$ cat src/wrpc_pkg.sv
// Package of constants and carrier types for the wireless receiver power control block
package wrpc_pkg;
    // ADC sample field widths: voltage in mV, current in mA
    localparam int ADC_W = 16;
    // Rectified and input voltage levels in mV
    localparam logic [15:0] RECT_STARTUP_MV = 16'h1b58; // 7000 mV
    localparam logic [15:0] RECT_T1_MV = 16'h189c; // 6300 mV
    localparam logic [15:0] RECT_T2_MV = 16'h157c; // 5500 mV
    localparam logic [15:0] RECT_T3_MV = 16'h154a; // 5450 mV
    localparam logic [15:0] VIN_OVER_MV = 16'h3a98; // 15000 mV
    // Rectifier and load current thresholds in mA
    localparam logic [15:0] SYNC_FULL_MA = 16'h012c; // 300 mA
    localparam logic [15:0] DUMMY_RELEASE_MA = 16'h000f; // external load matching 15 mA dummy
    // FOD offset span in mW
    localparam logic signed [15:0] FOD_OFS_MIN_MW = -16'sd300;
    localparam logic signed [15:0] FOD_OFS_MAX_MW = 16'sd300;
    localparam int FOD_SETS = 10;
    localparam int FOD_SEL_W = 4;
    // Sample period
    localparam int SAMPLE_PERIOD_US = 100;
    localparam int CLK_MHZ = 50;
    localparam int SAMPLE_CYCLES = SAMPLE_PERIOD_US * CLK_MHZ;

    // Requests handed to the packet transmitter
    typedef enum logic [1:0] {
        WRPC_REQ_NONE = 2'h0,
        WRPC_REQ_FREQ_UP = 2'h1,
        WRPC_REQ_FREQ_DOWN = 2'h2,
        WRPC_REQ_END_POWER = 2'h3
    } wrpc_req_t;

    // One digitized measurement set
    typedef struct packed {
        logic [15:0] rect_mv;
        logic [15:0] irect_ma;
        logic [15:0] iout_ma;
        logic [15:0] vin_mv;
        logic [15:0] power_mw;
    } wrpc_sample_t;

    // Comparator flags from the analog front end
    typedef struct packed {
        logic uvlo_ok;
        logic ovp_above;
        logic ovp_below_hyst;
        logic bias_ok;
        logic ldo_ok;
        logic temp_ok;
    } wrpc_cmp_t;

    // Phases of the receiver
    typedef enum logic [4:0] {
        WRPC_ST_OFF = 5'h01,
        WRPC_ST_PING = 5'h02,
        WRPC_ST_IDCFG = 5'h04,
        WRPC_ST_POWER = 5'h08,
        WRPC_ST_END = 5'h10
    } wrpc_state_t;
endpackage

$ cat src/wrpc_ctrl.sv
// Power control loop of the wireless power receiver
// How it works
// - ADC samples of rectified voltage and current are taken on a periodic tick.
// - Voltage under target asks the transmitter to lower frequency.
// - Voltage over target asks the transmitter to raise frequency.
// - Target voltage falls in steps as regulator load current rises.
// - Dummy load stays on at startup until external load can carry communication.
// - Before regulator enable, the loop drives rectified voltage to 7 V.
// - Regulator enables only in power transfer with rectified voltage at 7 V.
// - Host shutdown turns the regulator off and sends end power transfer.
// - In power transfer, the loop holds voltage at the efficiency target.
// - Full synchronous rectification above 300 mA, half at or below.
// - Switch drivers idle under lockout and until biasing is enabled.
// - Regulator voltage and die temperature feed protection decisions.
// - Foreign object flagged when received power departs from expected power.
// - Volatile option holds exactly one parameter set.
// - Non-volatile option holds up to ten sets picked by profile select.
// - Offset input adds -300 to +300 mW to the expected power.
// - Input above 15 V: regulator off, voltage target set back to 7 V, coils clamped.
// - Clamp switches on above overvoltage, released below its hysteresis.
`timescale 1ns/1ps
module wrpc_ctrl #(
    parameter int SAMPLE_CYC = wrpc_pkg::SAMPLE_CYCLES,
    parameter int SETS = wrpc_pkg::FOD_SETS
) (
    input wire logic clk,
    input wire logic reset,
    input wire wrpc_pkg::wrpc_sample_t adc_sample,
    input wire logic adc_valid,
    output logic adc_start,
    input wire wrpc_pkg::wrpc_cmp_t cmp,
    input wire logic shutdown_req,
    input wire logic id_config_done,
    input wire logic otp_mode,
    input wire logic [15:0] volatile_tol_mw,
    input wire logic [SETS*16-1:0] otp_tol_mw,
    input wire logic [15:0] iset_ma,
    input wire logic [wrpc_pkg::FOD_SEL_W-1:0] fod_profile_select,
    input wire logic signed [15:0] fod_power_offset_select,
    output logic req_valid,
    output wrpc_pkg::wrpc_req_t req_code,
    input wire logic req_ready,
    output logic regulator_enable,
    output logic dummy_load_on,
    output logic sync_full,
    output logic drivers_enable,
    output logic clamp_on,
    output logic coil_input_a_clamp,
    output logic coil_input_b_clamp,
    output logic fault,
    output logic foreign_object
);
    import wrpc_pkg::*;

    initial begin
        if (SAMPLE_CYC < 2) $error("wrpc_ctrl: SAMPLE_CYC too small");
    end

    ////////////////////////////////////////////////////////////////////////////////
    // Sample tick divider

    logic [31:0] tick_cnt_q, tick_cnt_d;
    logic tick;

    // Periodic ADC conversion start
    always_comb begin
        tick = (tick_cnt_q == 32'(SAMPLE_CYC - 1));
        tick_cnt_d = tick ? 32'h0 : tick_cnt_q + 32'h1;
    end

    always_ff @(posedge clk or posedge reset) begin
        if (reset) tick_cnt_q <= 32'h0;
        else tick_cnt_q <= tick_cnt_d;
    end

    assign adc_start = tick;

    ////////////////////////////////////////////////////////////////////////////////
    // Captured sample

    wrpc_sample_t smp_q, smp_d;
    logic fresh_q, fresh_d;

    // Latch digitized values for the control logic
    always_comb begin
        smp_d = smp_q;
        fresh_d = 1'b0;
        if (adc_valid) begin
            smp_d = adc_sample;
            fresh_d = 1'b1;
        end
    end

    always_ff @(posedge clk or posedge reset) begin
        if (reset) begin
            smp_q <= '0;
            fresh_q <= 1'b0;
        end else begin
            smp_q <= smp_d;
            fresh_q <= fresh_d;
        end
    end

    ////////////////////////////////////////////////////////////////////////////////
    // Phase machine, regulator and request generation

    wrpc_state_t st_q, st_d;
    logic ldo_q, ldo_d;
    logic pend_q, pend_d;
    wrpc_req_t code_q, code_d;
    logic [15:0] target;
    logic over_vin, prot_fault;
    logic [17:0] i10, i20, i40;

    // Load-dependent target; 7 V until the regulator runs or when input is high
    always_comb begin
        i10 = 18'(iset_ma) / 18'd10;
        i20 = 18'(iset_ma) / 18'd5;
        i40 = (18'(iset_ma) * 18'd2) / 18'd5;
        if (!ldo_q || over_vin) target = RECT_STARTUP_MV;
        else if (18'(smp_q.iout_ma) < i10) target = RECT_STARTUP_MV;
        else if (18'(smp_q.iout_ma) < i20) target = RECT_T1_MV;
        else if (18'(smp_q.iout_ma) < i40) target = RECT_T2_MV;
        else target = RECT_T3_MV;
    end

    // Overvoltage on input and other protection inputs
    always_comb begin
        over_vin = smp_q.vin_mv > VIN_OVER_MV;
        prot_fault = over_vin || !cmp.ldo_ok || !cmp.temp_ok;
    end

    // Phase transitions, regulator enable and pending request
    always_comb begin
        st_d = st_q;
        ldo_d = ldo_q;
        pend_d = pend_q;
        code_d = code_q;
        if (pend_q && req_ready) pend_d = 1'b0;
        case (st_q)
            WRPC_ST_OFF: begin
                ldo_d = 1'b0;
                if (cmp.uvlo_ok && !shutdown_req) st_d = WRPC_ST_PING;
            end
            WRPC_ST_PING: begin
                if (id_config_done) st_d = WRPC_ST_POWER;
                else st_d = WRPC_ST_IDCFG;
            end
            WRPC_ST_IDCFG: begin
                if (id_config_done) st_d = WRPC_ST_POWER;
            end
            WRPC_ST_POWER: begin
                if (!ldo_q && !prot_fault && smp_q.rect_mv >= RECT_STARTUP_MV) begin
                    ldo_d = 1'b1;
                end
                if (prot_fault) ldo_d = 1'b0;
            end
            WRPC_ST_END: begin
                ldo_d = 1'b0;
                if (!shutdown_req && !pend_q) st_d = WRPC_ST_OFF;
            end
            default: st_d = WRPC_ST_OFF;
        endcase
        if (!cmp.uvlo_ok && st_q != WRPC_ST_END) begin
            st_d = WRPC_ST_OFF;
            ldo_d = 1'b0;
        end
        // Shutdown wins over any control request
        if (shutdown_req && st_q != WRPC_ST_END && st_q != WRPC_ST_OFF) begin
            st_d = WRPC_ST_END;
            ldo_d = 1'b0;
            pend_d = 1'b1;
            code_d = WRPC_REQ_END_POWER;
        end else if (fresh_q && !pend_d && (st_q == WRPC_ST_IDCFG || st_q == WRPC_ST_POWER)) begin
            if (smp_q.rect_mv < target) begin
                pend_d = 1'b1;
                code_d = WRPC_REQ_FREQ_DOWN;
            end else if (smp_q.rect_mv > target) begin
                pend_d = 1'b1;
                code_d = WRPC_REQ_FREQ_UP;
            end
        end
    end

    always_ff @(posedge clk or posedge reset) begin
        if (reset) begin
            st_q <= WRPC_ST_OFF;
            ldo_q <= 1'b0;
            pend_q <= 1'b0;
            code_q <= WRPC_REQ_NONE;
        end else begin
            st_q <= st_d;
            ldo_q <= ldo_d;
            pend_q <= pend_d;
            code_q <= code_d;
        end
    end

    assign req_valid = pend_q;
    assign req_code = code_q;
    assign regulator_enable = ldo_q;
    assign fault = prot_fault;

    ////////////////////////////////////////////////////////////////////////////////
    // Rectifier, dummy load and clamps

    logic sync_q, sync_d, drv_q, drv_d, dummy_q, dummy_d, clamp_q, clamp_d, coil_q, coil_d;

    // Rectifier mode, drivers, dummy load, clamp hysteresis
    always_comb begin
        drv_d = cmp.uvlo_ok && cmp.bias_ok;
        sync_d = sync_q;
        if (fresh_q) sync_d = smp_q.irect_ma > SYNC_FULL_MA;
        dummy_d = dummy_q;
        if (st_q == WRPC_ST_OFF) dummy_d = 1'b1;
        else if (fresh_q && ldo_q && smp_q.iout_ma >= DUMMY_RELEASE_MA) dummy_d = 1'b0;
        clamp_d = clamp_q;
        if (cmp.ovp_above) clamp_d = 1'b1;
        else if (cmp.ovp_below_hyst) clamp_d = 1'b0;
        coil_d = over_vin;
    end

    always_ff @(posedge clk or posedge reset) begin
        if (reset) begin
            sync_q <= 1'b0;
            drv_q <= 1'b0;
            dummy_q <= 1'b1;
            clamp_q <= 1'b0;
            coil_q <= 1'b0;
        end else begin
            sync_q <= sync_d;
            drv_q <= drv_d;
            dummy_q <= dummy_d;
            clamp_q <= clamp_d;
            coil_q <= coil_d;
        end
    end

    assign sync_full = sync_q && drv_q;
    assign drivers_enable = drv_q;
    assign dummy_load_on = dummy_q;
    assign clamp_on = clamp_q;
    assign coil_input_a_clamp = coil_q;
    assign coil_input_b_clamp = coil_q;

    ////////////////////////////////////////////////////////////////////////////////
    // Foreign object detection

    wrpc_fod #(.SETS(SETS)) u_fod (
        .clk(clk),
        .reset(reset),
        .sample_valid(fresh_q && st_q == WRPC_ST_POWER),
        .power_mw(smp_q.power_mw),
        .expected_mw(16'(({16'h0, smp_q.rect_mv} * {16'h0, smp_q.iout_ma}) / 32'd1000)),
        .otp_mode(otp_mode),
        .volatile_tol_mw(volatile_tol_mw),
        .otp_tol_mw(otp_tol_mw),
        .fod_profile_select(fod_profile_select),
        .fod_power_offset_select(fod_power_offset_select),
        .foreign_object(foreign_object)
    );
endmodule // wrpc_ctrl

$ cat src/wrpc_fod.sv
// Foreign object detection check with profile and offset selection
`timescale 1ns/1ps
module wrpc_fod #(
    parameter int SETS = wrpc_pkg::FOD_SETS
) (
    input wire logic clk,
    input wire logic reset,
    input wire logic sample_valid,
    input wire logic [15:0] power_mw,
    input wire logic [15:0] expected_mw,
    input wire logic otp_mode,
    input wire logic [15:0] volatile_tol_mw,
    input wire logic [SETS*16-1:0] otp_tol_mw,
    input wire logic [wrpc_pkg::FOD_SEL_W-1:0] fod_profile_select,
    input wire logic signed [15:0] fod_power_offset_select,
    output logic foreign_object
);
    import wrpc_pkg::*;

    initial begin
        if (SETS < 1 || SETS > (1 << FOD_SEL_W)) $error("wrpc_fod: bad SETS");
    end

    logic foreign_q, foreign_d;
    logic [15:0] tol;
    logic signed [15:0] ofs;
    logic signed [17:0] ref_mw, diff;

    // Choose tolerance from volatile set or selected non-volatile set, add clamped offset
    always_comb begin
        tol = volatile_tol_mw;
        if (otp_mode) begin
            tol = 16'h0000;
            for (int i = 0; i < SETS; i++) begin
                if (fod_profile_select == i[FOD_SEL_W-1:0]) tol = otp_tol_mw[i*16 +: 16];
            end
        end
        ofs = fod_power_offset_select;
        if (ofs < FOD_OFS_MIN_MW) ofs = FOD_OFS_MIN_MW;
        if (ofs > FOD_OFS_MAX_MW) ofs = FOD_OFS_MAX_MW;
        ref_mw = 18'(signed'({2'b00, expected_mw})) + 18'(ofs);
        diff = 18'(signed'({2'b00, power_mw})) - ref_mw;
        if (diff < 0) diff = -diff;
        foreign_d = foreign_q;
        if (sample_valid) foreign_d = (diff > 18'(signed'({2'b00, tol})));
    end

    always_ff @(posedge clk or posedge reset) begin
        if (reset) foreign_q <= 1'b0;
        else foreign_q <= foreign_d;
    end

    assign foreign_object = foreign_q;
endmodule // wrpc_fod

$ cat config.mk
export PLATFORM = sky130hd
export DESIGN_NAME = wrpc_ctrl
export DESIGN_NICKNAME = d
export VERILOG_FILES = /design/src/wrpc_pkg.sv /design/src/wrpc_ctrl.sv /design/src/wrpc_fod.sv
export SDC_FILE = /design/constraint.sdc
export NUM_CORES = 1
export LEC_CHECK = 0
export ABC_AREA = 1
export BUFFER_PORTS_ARGS = -buffer_cell sky130_fd_sc_hd__clkbuf_2
export CAP_MARGIN = 15
export CORE_MARGIN = 10
export CORE_UTILIZATION = 51
export CTS_CLUSTER_SIZE = 28
export DETAILED_ROUTE_END_ITERATION = 10
export PLACE_DENSITY = 0.7
export SYNTH_ARGS = -nofsm -noshare
export SYNTH_HDL_FRONTEND = slang
export SYNTH_SLANG_ARGS = --single-unit
$ cat constraint.sdc
create_clock -name clk -period 59.9 [get_ports clk]
set_clock_uncertainty 0.15 [all_clocks]
set_input_delay 8.985 -clock clk [delete_from_list [all_inputs] [get_ports clk]]
set_output_delay 8.985 -clock clk [all_outputs]
set_load 0.1 [all_outputs]
==> metrics.yaml <==
startpoint_type: "primary input"
drtIter0Drc: 2093
drv_slew: 0
worstPathArrival_ns: 25.63
synth-edff-count: 0
syn_inst: 5203
synth_area_sq_mm: 0.0320
cts_made_buffers: 17
ff2ff_path_depth: 171
worst_pin_slew_ns: 1.11
min_to: "tick_cnt_q[0]"
yosysTopAreaCell: "nand2_1"
ys_seq_area_frac: 0.100
clock-root-buffer: "clkbuf_16"
place_area_sq_mm: 0.0345
grt_pass1_wl_um: 160000
final_area_sq_mm: 0.0351
synth.net_count: 5915
grt_pass1_vias: 31200
vias: 32400
hold_path_class: "reg2reg"
synth_top_area_frac: 0.162
insertion_delay_ns: 0.49
slowest_stage: "a221oi_1"
clk_pin_slew_ns: 0.07
die_w_um: 271
dp_hpwl_um: 81300
numClockSinks: 128
totalWireLength_um: 96800
htreeDepth: 4
synthArstFlopShare: 1.00
worst-path-max-fanout: 17
start_util: 0.517
holdWs_ns: 0.323
ant_nets: 0
rrSetupSlack_ns: 34.55
grtUsageTotal: 0.263
ctsHoldBuffers: 0
cts_resized: 0
hp-start: "tick_cnt_q[0]"
crit_type: "in2reg"
cts_tree: "yes"
ioPinCount: 318
cp_data_required_time_ns: 60.11
hold_viol_final: 0
crit_path_frequent_cell: "nand2_1"
synth-seq-cells: 128
synthTopCellsByArea: "nand2_1 16%, fa_1 13%, inv_1 13%"
crit_family: "simple AND/OR/NAND/NOR gates"
setup_violations: 0
final_core_util: 0.567
rows: 91
viasPerCell: 5.13
drive_above_1_share: 0.148
r2r_start: "smp_q[40]"
fmaxAchievable_mhz: 39.3
critPathCaptureType: "flip-flop"
core_sq_mm: 0.0619
grt_overflow: 0
holdPathStages: 1
wire_per_inst_um: 15.3
status: "complete, no violations"
place_congestion: 0.968
period_share: 0.424
slowest_delay_ns: 0.38
antenna_found_initial: 6
syn2layout_area_growth_pct: 9.62
portBuffers: 317
fin_crit_ns: 25.42
yosysWarnings: 0
die_area_sq_mm: 0.0733
synth_cell_type_count: 84
fp.dieH_um: 271
rsz0062_at_grt: "false"
clock_path_buffers: 2
path_buf_inv: 16
first_pass_iters: 5
grt_start_max_net_pins: 68
route.detailed.drc: 0
avgSynthCellArea_sq_um: 6.16
setup_tns_ns: 0
post-cts-setup-buffers: 0
slew_headroom: 0.260
synth_flop_cell: "dfrtp_1"
r2r_end: "u_fod.foreign_object"
drv_cap: 0
num-nets-final: 6174
[stage by stage]
stage          std cells  setup slack [ns]
6_report            6313             34.48
4_1_cts             6312             34.63
2_1_floorplan       5203             37.07
3_3_place_gp        6280             34.08
3_5_place_dp        6280             34.14
5_1_grt             6313             31.58
[worst max path at each step]
stage	to	from	cells past startpoint	slack, ns
floorplan	req_code[1]	iset_ma[14]	137	37.07
global placement	req_code[1]	iset_ma[2]	127	34.08
detailed placement	req_code[1]	iset_ma[2]	127	34.14
CTS	req_code[1]	iset_ma[2]	127	34.63
global route	u_fod.foreign_object	smp_q[41]	168	31.58
finish	req_code[1]	iset_ma[2]	128	34.48
[area by class of cell]
class | instances | area (sq um)
fill | 6397 | 26800
multi-input combinational | 3821 | 24100
inverter | 1152 | 4340
sequential | 128 | 3210
timing repair buffer | 342 | 1780
tap | 837 | 1050
clock buffer | 17 | 425
clock inverter | 15 | 234
antenna | 1 | 2.50
[cell usage after synthesis, types with 10 or more instances]
cell type and n:
a221oi_1 15, inv_2 57, clkinv_1 15, nand2_4 15, nand3_2 31, nand3b_1 20
nor2_2 54, xor2_1 154, buf_1 10, ha_1 197, o21ai_2 13, clkbuf_1 87
dfrtp_1 126, nand2_1 1381, nor3_1 59, mux2i_1 15, nor2_4 15, nand4_1 105
o21bai_1 24, nand2_2 142, fa_1 210, nor4_1 22, xnor2_1 77, nand3_1 310
o211ai_1 11, o21ai_1 36, or2_2 16, o21ai_0 153, mux2_2 33, inv_1 1075
a21oi_1 144, nor2_1 447
[flip-flops by register name (all words and copies together), names as in the netlist]
| register | flops |
|---|---|
| regulator_enable | 1 |
| clamp_on | 1 |
| tick_cnt_q | 32 |
| req_code | 2 |
| drivers_enable | 1 |
| u_fod.foreign_object | 1 |
| fresh_q | 1 |
| sync_q | 1 |
| dummy_load_on | 1 |
| req_valid | 1 |
| st_q | 5 |
| coil_input_a_clamp | 1 |
| smp_q | 80 |
[cell usage in the layout (no fill, tap or decap), types with 8 or more instances in the layout]
cell type | Yosys | final
or2_2 | 16 | 16
o211ai_1 | 11 | 11
clkbuf_16 | 0 | 17
nor2_4 | 15 | 15
inv_2 | 57 | 57
nand2_2 | 142 | 142
o21ai_1 | 36 | 36
nand2_1 | 1381 | 1381
nor3_1 | 59 | 58
ha_1 | 197 | 197
nand3_2 | 31 | 31
nor2_1 | 447 | 446
nand2_4 | 15 | 15
o21ai_0 | 153 | 153
clkinv_1 | 15 | 15
and2_2 | 8 | 8
o21bai_1 | 24 | 24
a221oi_1 | 15 | 15
fa_1 | 210 | 210
buf_4 | 2 | 26
nand4_1 | 105 | 105
clkbuf_2 | 0 | 316
nand3b_1 | 20 | 20
xor2_1 | 154 | 154
o21ai_2 | 13 | 13
inv_1 | 1075 | 1074
mux2i_1 | 15 | 15
nor2_2 | 54 | 55
a31oi_1 | 8 | 8
a21oi_1 | 144 | 144
nor4_1 | 22 | 22
dfrtp_1 | 126 | 126
o31ai_1 | 8 | 8
xnor2_1 | 77 | 77
nand3_1 | 310 | 310
mux2_2 | 33 | 33
[cells by family after synthesis]
kind of cell               Yosys count  share of synthesized area
AOI/OAI and AO/OA                  475                     0.0882
xor gates and xnor gates           236                     0.0657
adders and majority gates          407                      0.208
and+or+nand+nor                   2655                      0.374
DFF                                128                      0.100
muxes                               48                     0.0163
buffers and inverters             1254                      0.148
[routing by layer]
metal / vias to the layer above / wire length [um] / GRT usage
met5: - / 32 / 0
met2: 816 / 45700 / 0.455
met3: 118 / 5280 / 0.0371
li1: 16500 / - / -
met4: 6 / 2010 / 0.0638
met1: 14900 / 43800 / 0.339
Power is not shown: default switching activity piles up to over one toggle a cycle in this logic, so the estimate is an artifact.
